**src/core/ssa_pkg.sv**
```systemverilog
// Constants for the security settings command link: frame bytes,
// command codes, settings indices, field layouts and reset values.
// Assumes a single 100 MHz clock shared by both ends.
package ssa_pkg;
  localparam logic [7:0] SSA_START      = 8'h02;
  localparam logic [7:0] SSA_CMD_RD_REQ = 8'h10;
  localparam logic [7:0] SSA_CMD_WR_REQ = 8'h11;
  localparam logic [7:0] SSA_CMD_RD_CNF = 8'h50;
  localparam logic [7:0] SSA_CMD_WR_CNF = 8'h51;
  localparam logic [7:0] SSA_CMD_ERASE  = 8'h0D;
  localparam logic [7:0] SSA_ST_OK      = 8'h00;
  localparam logic [7:0] SSA_ST_FAIL    = 8'h01;
  localparam logic [7:0] SSA_IDX_SEC    = 8'h0C;
  localparam logic [7:0] SSA_IDX_PER    = 8'h2C;
  localparam logic [7:0] SSA_IDX_CODE   = 8'h12;
  localparam logic [7:0] SSA_SEC_RST    = 8'h00;
  localparam logic [7:0] SSA_PER_RST    = 8'h0B;
  localparam logic [7:0] SSA_RSVD_MASK  = 8'hF0;
  localparam logic [2:0] SSA_MODE_NONE  = 3'h0;
  localparam logic [2:0] SSA_MODE_JUST  = 3'h2;
  localparam logic [2:0] SSA_MODE_CODE  = 3'h3;
  localparam int         SSA_MODE_HI    = 2;
  localparam int         SSA_BOND_BIT   = 3;
  localparam int         SSA_CODE_LEN   = 6;
  localparam int         SSA_MAX_BONDS  = 32;
  localparam logic [7:0] SSA_DIGIT_LO   = 8'h30;
  localparam logic [7:0] SSA_DIGIT_HI   = 8'h39;
  localparam logic [47:0] SSA_CODE_RST  = 48'h333231333231;
  localparam int         SSA_FRM_MAX    = 12;
  localparam logic [3:0] SSA_IDX_W      = 4'h4;
  localparam logic [3:0] SSA_HDR_LEN    = 4'h4;
  localparam logic [7:0] SSA_ADR_CTRL   = 8'h00;
  localparam logic [7:0] SSA_ADR_INDEX  = 8'h01;
  localparam logic [7:0] SSA_ADR_VALUE  = 8'h02;
  localparam logic [7:0] SSA_ADR_STAT   = 8'h03;
  localparam logic [7:0] SSA_ADR_RDVAL  = 8'h04;
  localparam int         SSA_CTRL_RD    = 0;
  localparam int         SSA_CTRL_WR    = 1;
  localparam int         SSA_CTRL_ERASE = 2;
endpackage

```
**src/core/ssa_link_if.sv**
```systemverilog
// Byte link between host controller and security settings device.
// Each side sends one byte per cycle with a valid strobe; no back-pressure.
`timescale 1ns/1ns
`default_nettype none
interface ssa_link_if;
  logic [7:0] h2d_byte;
  logic       h2d_valid;
  logic [7:0] d2h_byte;
  logic       d2h_valid;
  modport dev  (input h2d_byte, input h2d_valid,
                output d2h_byte, output d2h_valid);
  modport host (output h2d_byte, output h2d_valid,
                input d2h_byte, input d2h_valid);
endinterface
`default_nettype wire

```
**src/core/ssa_frame_rx.sv**
```systemverilog
// Frame receiver shared by both ends: collects a frame into a byte
// buffer and checks the trailing check byte.
// Assumes bytes arrive from logic on the same clock.
`timescale 1ns/1ns
`default_nettype none
module ssa_frame_rx
(
  input  wire logic        clk,
  input  wire logic        rst,
  input  wire logic [7:0]  in_byte,
  input  wire logic        in_valid,
  output logic             frame_ok,
  output logic             frame_bad,
  output logic [7:0]       frame_cmd,
  output logic [7:0]       frame_data [ssa_pkg::SSA_FRM_MAX],
  output logic [3:0]       frame_len
);
  logic [3:0] cnt_q, cnt_d;
  logic [15:0] len_q, len_d;
  logic [7:0] cs_q, cs_d;
  logic [7:0] cmd_q, cmd_d;
  logic [7:0] buf_q [ssa_pkg::SSA_FRM_MAX];
  logic ok_q, ok_d, bad_q, bad_d;
  logic [3:0] dlen_q, dlen_d;

  always_comb
  begin
    cnt_d  = cnt_q;
    len_d  = len_q;
    cs_d   = cs_q;
    cmd_d  = cmd_q;
    dlen_d = dlen_q;
    ok_d   = 1'b0;
    bad_d  = 1'b0;
    if (in_valid)
    begin
      cs_d = cs_q ^ in_byte;
      if (cnt_q == 4'h0)
      begin
        cs_d = in_byte;
        if (in_byte == ssa_pkg::SSA_START)
          cnt_d = 4'h1;
      end
      else if (cnt_q == 4'h1)
      begin
        cmd_d = in_byte;
        cnt_d = 4'h2;
      end
      else if (cnt_q == 4'h2)
      begin
        len_d[7:0] = in_byte;
        cnt_d = 4'h3;
      end
      else if (cnt_q == 4'h3)
      begin
        len_d[15:8] = in_byte;
        cnt_d = 4'h4;
        // A full buffer plus its check byte would wrap the 4-bit counter.
        if (in_byte != 8'h00 || len_q[7:0] >= 8'(ssa_pkg::SSA_FRM_MAX))
        begin
          bad_d = 1'b1;
          cnt_d = 4'h0;
        end
      end
      else if (16'(cnt_q - ssa_pkg::SSA_HDR_LEN) == len_q)
      begin
        cnt_d  = 4'h0;
        dlen_d = len_q[3:0];
        ok_d   = (cs_q == in_byte);
        bad_d  = (cs_q != in_byte);
      end
      else
        cnt_d = cnt_q + 4'h1;
    end
  end

  genvar gi;
  generate
    for (gi = 0; gi < ssa_pkg::SSA_FRM_MAX; gi++)
    begin : g_buf
      always_ff @(posedge clk)
        if (rst)
          buf_q[gi] <= 8'h00;
        else if (in_valid && cnt_q == 4'(gi + 4))
          buf_q[gi] <= in_byte;
      assign frame_data[gi] = buf_q[gi];
    end
  endgenerate

  always_ff @(posedge clk)
  begin
    if (rst)
    begin
      cnt_q  <= 4'h0;
      len_q  <= 16'h0000;
      cs_q   <= 8'h00;
      cmd_q  <= 8'h00;
      dlen_q <= 4'h0;
      ok_q   <= 1'b0;
      bad_q  <= 1'b0;
    end
    else
    begin
      cnt_q  <= cnt_d;
      len_q  <= len_d;
      cs_q   <= cs_d;
      cmd_q  <= cmd_d;
      dlen_q <= dlen_d;
      ok_q   <= ok_d;
      bad_q  <= bad_d;
    end
  end

  assign frame_ok  = ok_q;
  assign frame_bad = bad_q;
  assign frame_cmd = cmd_q;
  assign frame_len = dlen_q;
endmodule
`default_nettype wire

```
**src/core/ssa_device.sv**
```systemverilog
// Device end: security settings store and confirm-frame generator.
// Assumes the host keeps reserved bits zero and pairing code digits valid.
//
// The address-and-strobe port was chosen for this implementation.
`timescale 1ns/1ns
`default_nettype none
// Behaviour
// - Security config byte, index 12, reset zero.
// - Mode 0: no authentication, no encryption.
// - Mode 2: fresh keys, encrypted, no confirmation.
// - Mode 3: central must present pairing code.
// - Host writes only modes 0,2,3; reserved zero.
// - Bit 3 enables bonding.
// - At most 32 bonded peers kept.
// - Configured mode is minimum level enforced.
// - Host erases bonds after changing security.
// - Both paired modules use same mode.
// - Peripheral-only config, index 44, reset 11.
// - Read 0x10 answers 0x50, status, value.
// - Write 0x11 answers 0x51 with status.
// - Index 18 reads six-byte pairing code.
// - Frames start 0x02, fields LSB first.
// - Pairing code bytes are ASCII digits.
module ssa_device
(
  input  wire logic  MCLK,
  input  wire logic  RST,
  ssa_link_if.dev    LINK,
  input  wire logic  PERIPH_ONLY,
  input  wire logic  PEER_CONNECT,
  input  wire logic  PEER_CODE_OK,
  input  wire logic  PEER_BONDABLE,
  output logic       LINK_ENCRYPT,
  output logic       LINK_AUTH,
  output logic       LINK_ALLOW,
  output logic       BOND_ENABLE,
  output logic [5:0] BOND_COUNT
);
  typedef enum {S_IDLE, S_SEND} ssa_dstate_type;

  logic       ok, bad;
  logic [7:0] cmd;
  logic [7:0] dat [ssa_pkg::SSA_FRM_MAX];
  logic [3:0] dlen;

  ssa_frame_rx u_rx
  (
    .clk        (MCLK),
    .rst        (RST),
    .in_byte    (LINK.h2d_byte),
    .in_valid   (LINK.h2d_valid),
    .frame_ok   (ok),
    .frame_bad  (bad),
    .frame_cmd  (cmd),
    .frame_data (dat),
    .frame_len  (dlen)
  );

  // ---------------------------------------------------------------
  // Settings store and reply assembly
  // ---------------------------------------------------------------
  ssa_dstate_type st_q, st_d;
  logic [7:0]  sec_q, sec_d, per_q, per_d;
  logic [47:0] code_q, code_d;
  logic [7:0]  tx_q [ssa_pkg::SSA_FRM_MAX + 1];
  logic [7:0]  tx_d [ssa_pkg::SSA_FRM_MAX + 1];
  logic [3:0]  tlen_q, tlen_d, tpos_q, tpos_d;
  logic [7:0]  ob_q, ob_d;
  logic        ov_q, ov_d;
  logic [7:0]  cs;
  logic [7:0]  vlen;

  always_comb
  begin
    st_d   = st_q;
    sec_d  = sec_q;
    per_d  = per_q;
    code_d = code_q;
    tx_d   = tx_q;
    tlen_d = tlen_q;
    tpos_d = tpos_q;
    ob_d   = 8'h00;
    ov_d   = 1'b0;
    cs     = 8'h00;
    vlen   = 8'h00;
    case (st_q)
      S_IDLE:
        if (ok)
        begin
          tx_d[0] = ssa_pkg::SSA_START;
          tx_d[4] = ssa_pkg::SSA_ST_OK;
          tx_d[5] = 8'h00;
          tx_d[6] = 8'h00;
          tx_d[7] = 8'h00;
          tx_d[8] = 8'h00;
          tx_d[9] = 8'h00;
          tx_d[10] = 8'h00;
          tx_d[3] = 8'h00;
          if (cmd == ssa_pkg::SSA_CMD_RD_REQ && dlen == 4'h1)
          begin
            tx_d[1] = ssa_pkg::SSA_CMD_RD_CNF;
            vlen = 8'h01;
            if (dat[0] == ssa_pkg::SSA_IDX_SEC)
              tx_d[5] = sec_q;
            else if (dat[0] == ssa_pkg::SSA_IDX_PER)
              tx_d[5] = per_q;
            else if (dat[0] == ssa_pkg::SSA_IDX_CODE)
            begin
              vlen = 8'(ssa_pkg::SSA_CODE_LEN);
              for (int i = 0; i < ssa_pkg::SSA_CODE_LEN; i++)
                tx_d[5 + i] = code_q[8*i +: 8];
            end
            else
            begin
              vlen = 8'h00;
              tx_d[4] = ssa_pkg::SSA_ST_FAIL;
            end
          end
          else
          begin
            tx_d[1] = ssa_pkg::SSA_CMD_WR_CNF;
            if (cmd == ssa_pkg::SSA_CMD_WR_REQ && dlen == 4'h2
                && dat[0] == ssa_pkg::SSA_IDX_SEC)
              sec_d = dat[1];
            else if (cmd == ssa_pkg::SSA_CMD_WR_REQ && dlen == 4'h2
                     && dat[0] == ssa_pkg::SSA_IDX_PER)
              per_d = dat[1];
            else if (cmd == ssa_pkg::SSA_CMD_WR_REQ && dlen == 4'h7
                     && dat[0] == ssa_pkg::SSA_IDX_CODE)
              for (int i = 0; i < ssa_pkg::SSA_CODE_LEN; i++)
                code_d[8*i +: 8] = dat[1 + i];
            else if (cmd == ssa_pkg::SSA_CMD_ERASE)
              tx_d[1] = 8'(cmd + 8'h40);
            else
              tx_d[4] = ssa_pkg::SSA_ST_FAIL;
          end
          tx_d[2] = 8'(vlen + 8'h01);
          for (int i = 0; i < ssa_pkg::SSA_FRM_MAX - 1; i++)
            if (i < 5 + int'(vlen))
              cs = cs ^ tx_d[i];
          tx_d[5 + int'(vlen)] = cs;
          tlen_d = 4'(vlen + 8'h06);
          tpos_d = 4'h0;
          st_d   = S_SEND;
        end
      S_SEND:
      begin
        ob_d   = tx_q[tpos_q];
        ov_d   = 1'b1;
        tpos_d = tpos_q + 4'h1;
        if (tpos_q + 4'h1 == tlen_q)
          st_d = S_IDLE;
      end
      default:
        st_d = S_IDLE;
    endcase
  end

  // ---------------------------------------------------------------
  // Link policy and bond bookkeeping
  // ---------------------------------------------------------------
  logic [7:0] act;
  logic [2:0] mode;
  logic       enc_q, enc_d, auth_q, auth_d, allow_q, allow_d, bond_q, bond_d;
  logic [5:0] bcnt_q, bcnt_d;

  always_comb
  begin
    act     = PERIPH_ONLY ? per_q : sec_q;
    mode    = act[ssa_pkg::SSA_MODE_HI:0];
    bond_d  = act[ssa_pkg::SSA_BOND_BIT];
    enc_d   = (mode == ssa_pkg::SSA_MODE_JUST)
              || (mode == ssa_pkg::SSA_MODE_CODE);
    auth_d  = (mode == ssa_pkg::SSA_MODE_CODE);
    // The configured mode is a floor: peers failing it are refused.
    allow_d = (mode == ssa_pkg::SSA_MODE_NONE)
              || (mode == ssa_pkg::SSA_MODE_JUST)
              || (auth_d && PEER_CODE_OK);
    bcnt_d  = bcnt_q;
    if (ok && cmd == ssa_pkg::SSA_CMD_ERASE && st_q == S_IDLE)
      bcnt_d = 6'h00;
    else if (PEER_CONNECT && PEER_BONDABLE && bond_q && allow_q
             && bcnt_q < 6'(ssa_pkg::SSA_MAX_BONDS))
      bcnt_d = bcnt_q + 6'h01;
  end

  always_ff @(posedge MCLK)
  begin
    if (RST)
    begin
      st_q    <= S_IDLE;
      sec_q   <= ssa_pkg::SSA_SEC_RST;
      per_q   <= ssa_pkg::SSA_PER_RST;
      code_q  <= ssa_pkg::SSA_CODE_RST;
      for (int i = 0; i <= ssa_pkg::SSA_FRM_MAX; i++)
        tx_q[i] <= 8'h00;
      tlen_q  <= 4'h0;
      tpos_q  <= 4'h0;
      ob_q    <= 8'h00;
      ov_q    <= 1'b0;
      enc_q   <= 1'b0;
      auth_q  <= 1'b0;
      allow_q <= 1'b0;
      bond_q  <= 1'b0;
      bcnt_q  <= 6'h00;
    end
    else
    begin
      st_q    <= st_d;
      sec_q   <= sec_d;
      per_q   <= per_d;
      code_q  <= code_d;
      tx_q    <= tx_d;
      tlen_q  <= tlen_d;
      tpos_q  <= tpos_d;
      ob_q    <= ob_d;
      ov_q    <= ov_d;
      enc_q   <= enc_d;
      auth_q  <= auth_d;
      allow_q <= allow_d;
      bond_q  <= bond_d;
      bcnt_q  <= bcnt_d;
    end
  end

  assign LINK.d2h_byte  = ob_q;
  assign LINK.d2h_valid = ov_q;
  assign LINK_ENCRYPT   = enc_q;
  assign LINK_AUTH      = auth_q;
  assign LINK_ALLOW     = allow_q;
  assign BOND_ENABLE    = bond_q;
  assign BOND_COUNT     = bcnt_q;
endmodule
`default_nettype wire

```
**src/flat_wrapper.sv**
```systemverilog
// flat-port wrapper written by rule: the top's interface ports become plain ports
module ssa_device_flat 
  (MCLK, RST, PERIPH_ONLY, PEER_CONNECT, PEER_CODE_OK, PEER_BONDABLE, LINK_ENCRYPT, LINK_AUTH, LINK_ALLOW, BOND_ENABLE, BOND_COUNT, LINK_h2d_byte, LINK_h2d_valid, LINK_d2h_byte, LINK_d2h_valid);
  ssa_link_if LINK_i ();
  input  wire logic MCLK;
  input  wire logic RST;
  input  wire logic PERIPH_ONLY;
  input  wire logic PEER_CONNECT;
  input  wire logic PEER_CODE_OK;
  input  wire logic PEER_BONDABLE;
  output logic LINK_ENCRYPT;
  output logic LINK_AUTH;
  output logic LINK_ALLOW;
  output logic BOND_ENABLE;
  output logic [5:0] BOND_COUNT;
  input wire logic [$bits(LINK_i.h2d_byte)-1:0] LINK_h2d_byte;
  input wire logic [$bits(LINK_i.h2d_valid)-1:0] LINK_h2d_valid;
  output wire logic [$bits(LINK_i.d2h_byte)-1:0] LINK_d2h_byte;
  output wire logic [$bits(LINK_i.d2h_valid)-1:0] LINK_d2h_valid;
  assign LINK_i.h2d_byte = LINK_h2d_byte;
  assign LINK_i.h2d_valid = LINK_h2d_valid;
  assign LINK_d2h_byte = LINK_i.d2h_byte;
  assign LINK_d2h_valid = LINK_i.d2h_valid;
  ssa_device u_core (.MCLK(MCLK), .RST(RST), .LINK(LINK_i), .PERIPH_ONLY(PERIPH_ONLY), .PEER_CONNECT(PEER_CONNECT), .PEER_CODE_OK(PEER_CODE_OK), .PEER_BONDABLE(PEER_BONDABLE), .LINK_ENCRYPT(LINK_ENCRYPT), .LINK_AUTH(LINK_AUTH), .LINK_ALLOW(LINK_ALLOW), .BOND_ENABLE(BOND_ENABLE), .BOND_COUNT(BOND_COUNT));
endmodule
```
**config.mk**
```make
export PLATFORM = sky130hd
export DESIGN_NAME = ssa_device_flat
export DESIGN_NICKNAME = d
export VERILOG_FILES = /design/src/core/ssa_pkg.sv /design/src/core/ssa_link_if.sv /design/src/core/ssa_frame_rx.sv /design/src/core/ssa_device.sv /design/src/flat_wrapper.sv
export SDC_FILE = /design/constraint.sdc
export NUM_CORES = 1
export LEC_CHECK = 0
export BUFFER_PORTS_ARGS = -buffer_cell sky130_fd_sc_hd__buf_4
export CAP_MARGIN = 10
export CORE_ASPECT_RATIO = 0.6
export CORE_UTILIZATION = 40
export DETAILED_ROUTE_END_ITERATION = 12
export PLACE_DENSITY = 0.54
export SYNTH_ARGS = -nofsm -noshare
export SYNTH_HDL_FRONTEND = slang
export SYNTH_SLANG_ARGS = --single-unit
```
**constraint.sdc**
```tcl
create_clock -name MCLK -period 5.45 [get_ports MCLK]
set_clock_uncertainty 0.1 [all_clocks]
set_input_delay 0.2725 -clock MCLK [delete_from_list [all_inputs] [get_ports MCLK]]
set_output_delay 0.2725 -clock MCLK [all_outputs]
set_load 0.02 [all_outputs]
```
### After elaboration in Yosys (flattened, before gate mapping)

Memory sizes are Yosys's and may differ from the RTL's. A register that Yosys moved wholly into a read port is not among the register bits.
Cells that the tools add are included.

* register bits after elaboration: 268
* memory bits (writable): 96
* input bits: 15
* output and inout bits: 19
* word-level logic and storage cells: 307
* memories: 1

Memory list
* u_core.u_rx.buf_q: depth 12, bits a word 8, read ports 7, clocked after Yosys merged registers in 5, write ports 12, RTL line ssa_frame_rx.sv:22 `logic [7:0] buf_q [ssa_pkg::SSA_FRM_MAX];`

* $add $sub $neg: 8
* magnitude comparators: 15
* equality and inequality tests: 34
* multiplexer cells: 132
* bitwise logic cells: 34
* reduce and logical (&&, ||, !) cells: 50

Operator list (number)
* 2-to-1 mux 8 bit: 66
* 2-to-1 mux 48 bit: 4
* < comparator 4 x 32 -> 1 bit, first input constant: 4
* bitwise mux 104 bit: 1
* < comparator 5 x 32 -> 1 bit, first input constant: 3
* 2-to-1 mux 40 bit: 2
* XOR 8 bit: 10
* zero test 32 bit: 2
* 2-to-1 mux 32 bit: 2
* case mux 32 bit (2 select lines): 1
* 2-to-1 mux 1 bit: 41
* binary-select mux 8 bit (select 4 bit): 1
* demux 8 bit (select 4 bit): 1
* equality test 32 x 1 -> 1 bit, second input constant: 1
* equality test 4 bit, second input constant: 8
* >= comparator 32 x 5 -> 1 bit, second input constant: 1
* < comparator 1 x 32 -> 1 bit, first input constant: 1
* < comparator 2 x 32 -> 1 bit, first input constant: 1
* < comparator 3 x 32 -> 1 bit, first input constant: 1
* < comparator 32 x 1 -> 1 bit, second input constant: 1
* 2-to-1 mux 4 bit: 8
* inverter 32 bit: 1
* logical AND 1 bit: 26
* equality test 8 x 5 -> 1 bit, second input constant: 3
* other kinds (40): 83

### Longest topological paths before layout

Gate-level depths: netlist of the first run.
An unclocked memory read counts as a cell.

* depth after elaboration: 50
* gate-level depth with buffers: 18
* mapped depth without buffers: 15

### Modules after synthesis

A second synthesis of the first run with hierarchy kept.

* cell total of the unflattened synthesis: 1634
* area, all modules: 15597.5 µm²

Modules (own cells, without submodules)
* ssa_device: instances 1, cells each 1139, area an instance 9728.1 µm², seq. area each 3923.8 µm²
* ssa_frame_rx: instances 1, cells each 495, area an instance 5869.4 µm², seq. area each 3723.6 µm²

### Worst setup path after synthesis of the first run

Ideal clock, no wire load.

* path kind: register to register
* start: register u_core.u_rx.cmd_q[6] (netlist: u_core.u_rx.frame_cmd[6])
* end: register u_core.tx_q[81] (netlist bit)
* library setup time: 128 ps
* arrival: 3537 ps
* data required time: 5222 ps
* path slack: 1685 ps
* stages on the path, launching flop included: 18
* buffers on the path: 2
* clock period less this slack: 3765 ps
* cell sequence: dfxtp_1 inv_1 ha_1 nor3b_2 and2_1 nand2_1 nor2_1 inv_1 ha_1 buf_2 o21a_1 nor2_1 a2111oi_0 o211ai_1 xnor3_1 buf_4 a221oi_2 nor2_1

* cells in the longest elaborated chain, start to end: 47
* elaborated cells on any way between the ends: 85
* classes of those cells: add/sub: 2; order compare: 12; eq/ne: 3; mux: 51; bitwise: 10; reduce/logical: 7

Ends and longest elaborated chain
* start: declaration: RTL line ssa_frame_rx.sv:21 `logic [7:0] cmd_q, cmd_d;`
* start signal: assignment: RTL line ssa_frame_rx.sv:107 `cmd_q <= cmd_d;`
* equality test 8 x 5 -> 1 bit: RTL line ssa_device.sv:99 `if (cmd == ssa_pkg::SSA_CMD_RD_REQ && dlen == 4'h1)`
* logical AND 1 bit: RTL line ssa_device.sv:99
* 2-to-1 mux 8 bit: RTL line ssa_device.sv:99
* 2-to-1 mux 8 bit: RTL line ssa_device.sv:88 `if (ok)`
* 2-to-1 mux 8 bit: RTL line ssa_device.sv:86 `case (st_q)`
* adder 3 x 8 -> 9 bit: RTL line ssa_device.sv:139, ssa_device.sv:141
* < comparator 1 x 32 -> 1 bit: RTL line ssa_device.sv:139 `if (i < 5 + int'(vlen))`
* 2-to-1 mux 2 bit: RTL line ssa_device.sv:139
* (+31 left out)
* 2-to-1 mux 8 bit: RTL line ssa_device.sv:139
* 2-to-1 mux 8 bit: RTL line ssa_device.sv:88
* 2-to-1 mux 8 bit: RTL line ssa_device.sv:86
* XOR 8 bit: RTL line ssa_device.sv:140 `cs = cs ^ tx_d[i];`
* 2-to-1 mux 8 bit: RTL line ssa_device.sv:139
* 2-to-1 mux 8 bit: RTL line ssa_device.sv:88
* 2-to-1 mux 8 bit: RTL line ssa_device.sv:86
* bitwise mux 104 bit *: RTL line ssa_device.sv:141 `tx_d[5 + int'(vlen)] = cs;`
* end signal: assignment: RTL line ssa_device.sv:213 `tx_q <= tx_d;`
* end: declaration: RTL line ssa_device.sv:65 `logic [7:0] tx_q [ssa_pkg::SSA_FRM_MAX + 1];`

Mark *: on every way between the ends. The rest lies on a longest branch, timed or not. The select of a mux whose other input is x is not followed.
A chain may end at the register's enable or synchronous reset.

### Worst setup path in the final report of the first run

* start: register u_core.u_rx.cmd_q[6] (netlist: u_core.u_rx.frame_cmd[6])
* end: register u_core.tx_q[15] (netlist bit)

* cells in the longest elaborated chain, start to end: 46
* elaborated cells on any way between the ends: 82
* classes of those cells: add/sub: 3; order compare: 11; eq/ne: 3; mux: 48; bitwise: 10; reduce/logical: 7

Ends and longest elaborated chain (RTL line)
* branches (longest 45 deep; another with < comparator 2 x 32 -> 1 bit)
* bitwise mux 104 bit *: ssa_device.sv:141

Every way passes the cells marked *. The select of a mux whose other input is x is not followed.

==> results_dict.tcl, run 1 <==
set metrics [dict create \
    status "finished clean" \
    drive_above_1_share_pct 10.50 \
    ys_warn_count 0 \
    port_buffers 33 \
    critical_path.slowest_cell "nor3_1" \
    synth_edf_count 56 \
    yosysSeqAreaShare_pct 45.69 \
    critPathCaptureType "flop" \
    dieWidth_um 244.1 \
    fp.coreArea_um2 34160 \
    hold_class "primary input to flop" \
    synth_largest_area_cell "dfxtp_1" \
    p_int_mw 3.397 \
    async_flop_share_pct 0 \
    drtPass1Iterations 5 \
    fill_cells 3298 \
    ys.flop_type "dfxtp_1" \
    syn-num-nets 1576 \
    fin_ws_ps 334.1 \
    cts.sinks 293 \
    post_cts.repair.setup_buffers 0 \
    layout_common_cells "nand2_1 (246), dfxtp_1 (236), nor2_1 (161), a21oi_1 (83), and2_1 (73)" \
    fp-row-count 52 \
    switching_share_pct 22.35 \
    grt_max_degree 105 \
    critical_path_class "flop to flop" \
    p_seq_share_pct 51.1 \
    vias 11860 \
    grt_pass1_wl_mm 70.49 \
    totalWireLength_mm 46.10 \
    yosys.cell_types.count 88 \
    pwr-share-clk_pct 46.2 \
    cts_htree_levels 1 \
    synth_top_area_share_pct 33.73 \
    vdd_drop_max_mv 0.2108 \
    cp_top_family "simple AND/OR/NAND/NOR gates" \
    fmax_ghz 0.1955 \
    layout_commonest_cell "nand2_1" \
    synth-seq-cells 293 \
    synthCells 1543 \
    min_period_ps 5116 \
    finalMaxSlewViolations 0 \
    timing.hold.ws_ps 32.62 \
    finalCritPeriodShare_pct 93.87 \
    track_usage_pct 25.76 \
    ios 34 \
    cts-root-buf "clkbuf_16" \
    synth_area_leaders "dfxtp_1 (34%), edfxtp_1 (12%), nand2_1 (6.6%), nor2_1 (4.3%), mux4_2 (3.8%)" \
    rsz0062_at_grt "no" \
    p_switching_uw 977.5 \
    nets 1565 \
    ctsHoldBuffers 9 \
    syn_area_um2 14070 \
    cp_num_buf_inv 3 \
    hold_viol_final 0 \
    clkTransAtPathRegs_ps 70 \
    drt-vias-per-instance 5.896 \
    initial_core_util_pct 41.18 \
    worst_slew_pin_slew_ps 1004 \
    hpwl_mm 32.55 \
    synth_area_per_cell_um2 9.116 \
    relSlewSlack_pct 32.93 \
    power.total_mw 4.374 \
    drtAntennaViolNets 0 \
    cts_tree "built" \
    dp_slack_ps 598.9 \
    crit_arrival_ps 5500 \
    first_global_vias 11150 \
    cts_buffers 29 \
    diodes 0 \
    gr-total-overflow 0 \
    die_h_um 147.3 \
    required_ps 5830 \
    p_leak_nw 5.750 \
    setup_viol 0 \
    critPathMaxStageDelay_ps 890 \
    drc 0 \
    combPwrFrac_pct 2.8 \
    clockBufferDepth 3 \
    setup-tns-final_ps 0 \
    startpoint_type "flop" \
    cp_cell_sequence "inv_1 > ha_1 > nor3b_2 > and2_1 > nand2_1 > nor2_1 > inv_1 > ha_1 > nor3_1 > nand4_1 > nor3_1 > nor2_1 > mux2i_4 > buf_4 > nor2_1 > nor3_1" \
    powerDensity_nw_per_um2 279.1 \
    wl_per_cell_um 22.91 \
    die-area_um2 35940 \
    cts_resized 0 \
    clk-insertion-delay-late_ps 580 \
    gp_congestion 1.028 \
    path_max_fanout 9 \
    syn_to_final_growth_pct 11.44 \
    antenna_found_initial 2 \
    cap_violations 0 \
    drtIter0Drc 1415 \
]
## metrics by stage
stage	utilization (%)	instance area (um2)	instances
CTS	45.89	15680	2012
global placement	42.89	14650	1951
global route	45.89	15680	2012
finish	45.89	15680	2012
detailed placement	42.89	14650	1951
floorplan	-	14070	1543
## per-layer routing
layer,track usage (%),part of all wire [%]
met1,41.64,51
met2,34.83,39
met3,5.608,9.5
met4,3.469,0.99
met5,0,0
## cell type report
class	count	area, um2	area share (%)
well taps	459	574.3	3.664
inverters	22	82.58	0.5268
clock inverters	9	72.57	0.4630
flip-flops and latches	293	6427	41.00
multi-input cells	1119	7128	45.47
repair buffers	67	529.3	3.376
clock buffers	43	860.8	5.492
## logic make-up (layout without fill, tap and decap cells)
logic type      after synthesis  after routing  share of synthesized area, %
simple gates                679            679                         23.36
compound gates              302            302                         14.69
fa+ha+maj                    18             18                         1.601
flops                       293            293                         45.69
xor+xnor                     47             47                         3.336
buf+inv                     131            141                         3.772
mux                          73             73                         7.561
## Yosys cell counts (all sizes together), types with 6 or more instances
master,count
mux4,24
o31ai,7
a211oi,28
inv,20
edfxtp,56
dfxtp,237
o21ai,45
nand2,247
mux2,6
a31oi,19
nor3b,7
o22ai,6
a21boi,7
or4,6
a32o,6
xor2,17
o211a,7
and2,75
nand3,38
a22oi,10
a311oi,21
xnor2,27
nor2,163
a211o,6
buf,23
clkbuf,86
nor2b,8
ha,18
and3,20
nand4,13
a32oi,11
a21oi,85
a221oi,12
nor3,36
nor4,8
nand2b,13
mux2i,43
nand3b,28
## path summary, 6_finish.rpt
kind                       startpoint           endpoint  slack [ps]  cells after the start
max reg2reg  u_core.u_rx.frame_cmd[6]    u_core.tx_q[15]         330                     16
max          u_core.u_rx.frame_cmd[6]    u_core.tx_q[15]         330                     16
min reg2reg   u_core.u_rx.buf_q[1][8]  u_core.code_q[16]         350                      2
min                      PEER_CODE_OK  u_core.LINK_ALLOW          30                      5
## worst min-delay path: stages
cell,delay [ps]
buf_4,110
nand2_1,60
a211oi_1,60
a21oi_1,110
nor2_1,40
## sequential cells by signal, indices dropped and copies added (netlist names), 16 cells and up
signal             cells
u_core.code_q         48
u_core.u_rx.len_q     16
u_core.tx_q          104
u_core.u_rx.buf_q     56
## power groups by stage
stage | combinational [mW] | sequential (mW) | clock, mW
6_report | 0.120 | 2.24 | 2.02
5_1_grt | 0.130 | 2.24 | 2.14
4_1_cts | 0.121 | 2.23 | 2.04
3_5_place_dp | 0.115 | 2.28 | 0
3_3_place_gp | 0.114 | 2.28 | 0
2_1_floorplan | 0.0682 | 2.28 | 0
(Power assumes the default switching activity.)
==> inputs of run 2 (changes only) <==
==> constraint.sdc (replaced) <==
create_clock -name MCLK -period 5.2 [get_ports MCLK]
set_clock_uncertainty 0.1 [all_clocks]
set_input_delay 0.26 -clock MCLK [delete_from_list [all_inputs] [get_ports MCLK]]
set_output_delay 0.26 -clock MCLK [all_outputs]
set_load 0.02 [all_outputs]
==> results_dict.tcl, run 2 (synthesis gave the netlist of run 1 again) <==
set metrics [dict create \
    fp.coreArea_um2 34160 \
    antenna_found_initial 1 \
    power.total_mw 4.526 \
    fp-row-count 52 \
    final_util_pct 46.04 \
    cts_tree "built" \
    combPwrFrac_pct 2.8 \
    cp_num_buf_inv 3 \
    cp_top_family "compound AO/OA/AOI/OAI gates" \
    relSlewSlack_pct 32.21 \
    cts_buffers 29 \
    hold_class "primary input to flop" \
    placed_area_um2 14690 \
    first_global_vias 11060 \
    p_leak_nw 5.779 \
    initial_core_util_pct 41.18 \
    crit_arrival_ps 5220 \
    setup_viol 0 \
    post_cts.repair.setup_buffers 0 \
    cts-root-buf "clkbuf_16" \
    vdd_drop_max_mv 0.2089 \
    path_max_fanout 12 \
    critPathMaxStageDelay_ps 740 \
    critical_path_class "flop to flop" \
    diodes 0 \
    syn_to_final_growth_pct 11.81 \
    grt_max_degree 80 \
    die_h_um 147.3 \
    rsz0062_at_grt "no" \
    port_buffers 33 \
    clk-insertion-delay-late_ps 560 \
    fin_area_um2 15730 \
    p_switching_mw 1.013 \
    cp_cell_sequence "inv_1 > ha_1 > nor3b_2 > and2_1 > nand2_1 > nor2_1 > buf_4 > inv_1 > ha_1 > o21a_1 > nor2_1 > a2111oi_0 > o211ai_1 > xnor3_1 > mux2i_1 > a211oi_1" \
    critical_path.slowest_cell "xnor3_1" \
    reg.largest.list "u_core.tx_q: 104 flops, u_core.u_rx.buf_q: 56 flops, u_core.code_q: 48 flops" \
    detail_route.wirelength.met1_mm 23.45 \
    ios 34 \
    startpoint_type "flop" \
    drtAntennaViolNets 0 \
    drtPass1Iterations 5 \
    ctsHoldBuffers 9 \
    regMostFlops "u_core.tx_q" \
    pwr-share-clk_pct 45.5 \
    finalCritPeriodShare_pct 93.28 \
    finalMaxSlewViolations 0 \
    p_seq_share_pct 51.8 \
    fmax_ghz 0.2062 \
    p_int_mw 3.514 \
    nets 1572 \
    status "finished clean" \
    hold_viol_final 0 \
    cts_resized 0 \
    layout_commonest_cell "nand2_1" \
    top_layer "met4" \
    required_ps 5570 \
    drive_above_1_share_pct 11.02 \
    cts_htree_levels 1 \
    critPathCaptureType "flop" \
    gp_congestion 0.9463 \
    clkTransAtPathRegs_ps 60 \
    track_usage_pct 25.85 \
    drtIter0Drc 1291 \
    cap_violations 0 \
    wl_met3_mm 4.211 \
    setup-tns-final_ps 0 \
    powerDensity_nw_per_um2 287.8 \
    switching_share_pct 22.37 \
    layout_common_cells "nand2_1 (246), dfxtp_1 (236), nor2_1 (161), a21oi_1 (83), and2_1 (73)" \
    die-area_um2 35940 \
    totalWireLength_mm 45.91 \
    met2_length_mm 17.51 \
    gr-total-overflow 0 \
    largest_register_ffs 104 \
    hpwl_mm 32.97 \
    dieWidth_um 244.1 \
    clockBufferDepth 3 \
    cts.sinks 293 \
    drc 0 \
    min_period_ps 4851 \
    worst_slew_pin_slew_ps 1009 \
    wl_per_cell_um 22.73 \
    vias 11800 \
    grt_pass1_wl_mm 70.59 \
    drt-vias-per-instance 5.843 \
]
run 2: cell count changes in the layout (fill, tap and decap cells not counted), sizes merged:
cell / before / now
clkinv: 8 / 7
bufinv: 1 / 0
clkbuf: 43 / 45
clkinvlp: 1 / 2
buf: 58 / 65
run 2: metrics by stage:
step | setup WS, ps | instances | hold WS, ps
6_report | 349.3 | 2020 | 31.65
5_1_grt | 27.39 | 2020 | 64.13
4_1_cts | 545.4 | 2019 | 13.75
3_5_place_dp | 569.2 | 1957 | 342.4
3_3_place_gp | 682.8 | 1957 | 333.7
2_1_floorplan | 1435 | 1543 | 319.8
run 2: power groups by stage:
stage / Sequential [mW] / Combinational [mW] / Clock (mW)
2_1_floorplan: 2.39 / 0.0715 / 0
3_3_place_gp: 2.39 / 0.119 / 0
3_5_place_dp: 2.39 / 0.120 / 0
4_1_cts: 2.34 / 0.126 / 2.09
5_1_grt: 2.34 / 0.136 / 2.20
6_report: 2.34 / 0.126 / 2.06
run 2: path summary, 6_finish.rpt:
check                                 from                  end  slack [ps]  cells after the start
setup / recovery  u_core.u_rx.frame_cmd[6]      u_core.tx_q[57]         350                     16
setup reg to reg  u_core.u_rx.frame_cmd[6]      u_core.tx_q[57]         350                     16
hold / removal                         RST  u_core.u_rx.cs_q[7]          30                      2
hold reg to reg            u_core.tx_q[54]      u_core.tx_q[54]         350                      2
run 2: cell type report:
cell class                 instances  area (um2)
fill                            3338       18430
multi-input combinational       1119        7122
sequential                       293        6427
clock buffer                      45       865.8
timing repair buffer              74       601.8
tap                              459       574.3
inverter                          22       82.58
clock inverter                     8       53.80
run 2: routing by layer:
metal  up-vias  GRT usage, %
met4         0         4.781
li1       5488             -
met5         -             0
met3        56         6.193
met2       442         33.76
met1      5817         41.88
==> inputs of run 3 (changes only) <==
--- a/config.mk
+++ b/config.mk
@@ -7,10 +7,12 @@
 export LEC_CHECK = 0
 export BUFFER_PORTS_ARGS = -buffer_cell sky130_fd_sc_hd__buf_4
 export CAP_MARGIN = 10
+export CELL_PAD_IN_SITES_DETAIL_PLACEMENT = 0
+export CELL_PAD_IN_SITES_GLOBAL_PLACEMENT = 2
 export CORE_ASPECT_RATIO = 0.6
-export CORE_UTILIZATION = 40
+export CORE_UTILIZATION = 36
 export DETAILED_ROUTE_END_ITERATION = 12
-export PLACE_DENSITY = 0.54
+export PLACE_DENSITY = 0.75
 export SYNTH_ARGS = -nofsm -noshare
 export SYNTH_HDL_FRONTEND = slang
 export SYNTH_SLANG_ARGS = --single-unit
==> constraint.sdc (replaced) <==
create_clock -name MCLK -period 4 [get_ports MCLK]
set_clock_uncertainty 0.1 [all_clocks]
set_input_delay 0.2 -clock MCLK [delete_from_list [all_inputs] [get_ports MCLK]]
set_output_delay 0.2 -clock MCLK [all_outputs]
set_load 0.02 [all_outputs]
==> results_dict.tcl, run 3 (synthesis gave the netlist of run 1 again) <==
set metrics [dict create \
    largest_register_ffs 104 \
    cts-root-buf "clkbuf_16" \
    detail_route.wirelength.met1_mm 24.81 \
    reg.largest.list "u_core.tx_q: 104 flops, u_core.u_rx.buf_q: 56 flops, u_core.code_q: 48 flops" \
    port_buffers 33 \
    track_usage_pct 24.42 \
    r2r_slack_ps 150 \
    antenna_found_initial 0 \
    totalWireLength_mm 48.74 \
    reg2reg_depth 15 \
    clk-insertion-delay-late_ps 580 \
    hold_viol_final 0 \
    cts.sinks 293 \
    nets 1620 \
    syn_to_final_growth_pct 16.49 \
    clockBufferDepth 3 \
    grt_pass1_wl_mm 73.53 \
    powerDensity_nw_per_um2 377.4 \
    top_layer "met4" \
    cts_tree "built" \
    drt-vias-per-instance 5.596 \
    finalMaxSlewViolations 0 \
    power.total_mw 6.184 \
    relSlewSlack_pct 14.06 \
    layout_common_cells "nand2_1 (246), dfxtp_1 (236), nor2_1 (161), buf_4 (101), a21oi_1 (83)" \
    drtAntennaViolNets 0 \
    wl_met3_mm 4.764 \
    drive_above_1_share_pct 14.10 \
    worst_slew_pin_slew_ps 1289 \
    hold_class "primary input to flop" \
    startpoint_type "flop" \
    holdPathEnd "u_core.BOND_COUNT[0]" \
    final_cells 2124 \
    reg2reg_to "u_core.tx_q[21]" \
    whs_path_depth 5 \
    initial_core_util_pct 36.96 \
    hold_start "PEER_BONDABLE" \
    r2r-start "u_core.u_rx.buf_q[0][2]" \
    cts_buffers 31 \
    met2_length_mm 18.51 \
    die_h_um 155.1 \
    gr-total-overflow 0 \
    placedCellCount 2053 \
    drtIter0Drc 1106 \
    cts_htree_levels 1 \
    dieWidth_um 257.2 \
    first_global_vias 11270 \
    status "finished clean" \
    critical_path_class "flop to flop" \
    die-area_um2 39890 \
    required_ps 4340 \
    regMostFlops "u_core.tx_q" \
    gp_congestion 0.9279 \
    path_max_fanout 5 \
    grt_max_degree 133 \
    hpwl_mm 34.27 \
    critPathCaptureType "flop" \
    finalCritPeriodShare_pct 96.19 \
    fp-row-count 55 \
    p_leak_nw 6.077 \
    setup_viol 0 \
    vdd_drop_max_mv 0.3025 \
    drtPass1Iterations 5 \
    layout_commonest_cell "nand2_1" \
    wl_per_cell_um 22.95 \
    ios 34 \
    cap_violations 0 \
    min_period_ps 3847 \
    vias 11890 \
    timing.hold.ws_ps 19.06 \
    clkTransAtPathRegs_ps 60 \
    drc 0 \
    fmax_ghz 0.2599 \
    crit_arrival_ps 4180 \
    fp.coreArea_um2 38060 \
    rsz0062_at_grt "yes" \
]
==> run 3: changes by cell type in the layout (fill, tap and decap cells not counted), moves of 2 or more <==
| cell | delta |
|---|---|
| clkbuf_8 | -4 |
| bufinv_16 | +2 |
| buf_4 | +38 |
| a211oi_2 | +3 |
| clkbuf_16 | +4 |
| a211oi_1 | -3 |
| dlygate4sd3_1 | +2 |
| clkinv_1 | +5 |
| buf_12 | +6 |
| clkbuf_1 | -4 |
==> run 3: area by class of cell <==
type | instances | area, um2
multi-input combinational | 1120 | 7206
antenna | 1 | 2.502
inverter | 22 | 82.58
sequential | 293 | 6427
fill | 3738 | 21670
timing repair buffer | 119 | 999.7
clock inverter | 15 | 130.1
tap | 513 | 641.9
clock buffer | 41 | 895.9
==> run 3: power by group <==
group | switching, mW | internal, mW
logic | 0.118 | 0.0544
clock network | 1.27 | 1.69
registers | 0.0138 | 3.03
==> run 3: what timing repair did <==
| action | 4_1_cts | 5_1_grt |
|---|---|---|
| resized for setup | 3 | 13 |
| pin swaps | 0 | 3 |
| endpoints found under the hold margin | 52 | 0 |
| setup endpoints to repair | 9 | 52 |
| buffers inserted | 0 | 2 |
| gates cloned | 0 | 1 |
| hold buffers | 11 | 0 |
==> run 3: worst max path at each step <==
stage / cells after the start / startpoint / slack [ps] / to
6_report: 15 / u_core.u_rx.buf_q[0][2] / 150 / u_core.tx_q[21]
5_1_grt: 15 / u_core.u_rx.buf_q[0][2] / -6 / u_core.tx_q[21]
4_1_cts: 14 / u_core.u_rx.buf_q[0][2] / 30 / u_core.tx_q[21]
3_5_place_dp: 13 / u_core.u_rx.buf_q[0][2] / -40 / u_core.tx_q[25]
3_3_place_gp: 14 / u_core.u_rx.buf_q[0][2] / 40 / u_core.tx_q[37]
2_1_floorplan: 17 / u_core.u_rx.frame_cmd[6] / 240 / u_core.tx_q[81]
==> run 3: per-stage QoR <==
step           util [%]  setup TNS, ps  cell area, um2  setup WS (ps)
3_5_place_dp      39.77         -35.34           15130         -35.34
5_1_grt           43.05         -5.806           16380         -5.806
3_3_place_gp      39.77              0           15130          44.98
4_1_cts           42.80              0           16290          26.10
6_report          43.06              0           16390          152.5
2_1_floorplan         -              0           14070          235.4
==> run 3: worst max-delay path, stage by stage, from the launching register on <==
cell      delay, ps
edfxtp_1        390
or4_1           550
nor2_2          160
nand3_1         100
inv_1           130
ha_1            260
o21a_1          270
buf_4           190
o22a_1          230
a211oi_2        270
o21ai_4         170
xnor2_4         180
buf_12          150
buf_4           150
a221oi_1        300
nor3_1           90
==> run 3: routing by layer <==
metal | GRT usage, % | up-vias
met5 | 0 | -
met4 | 3.486 | 0
met3 | 7.853 | 45
met2 | 32.77 | 379
met1 | 37.83 | 5866
li1 | - | 5596
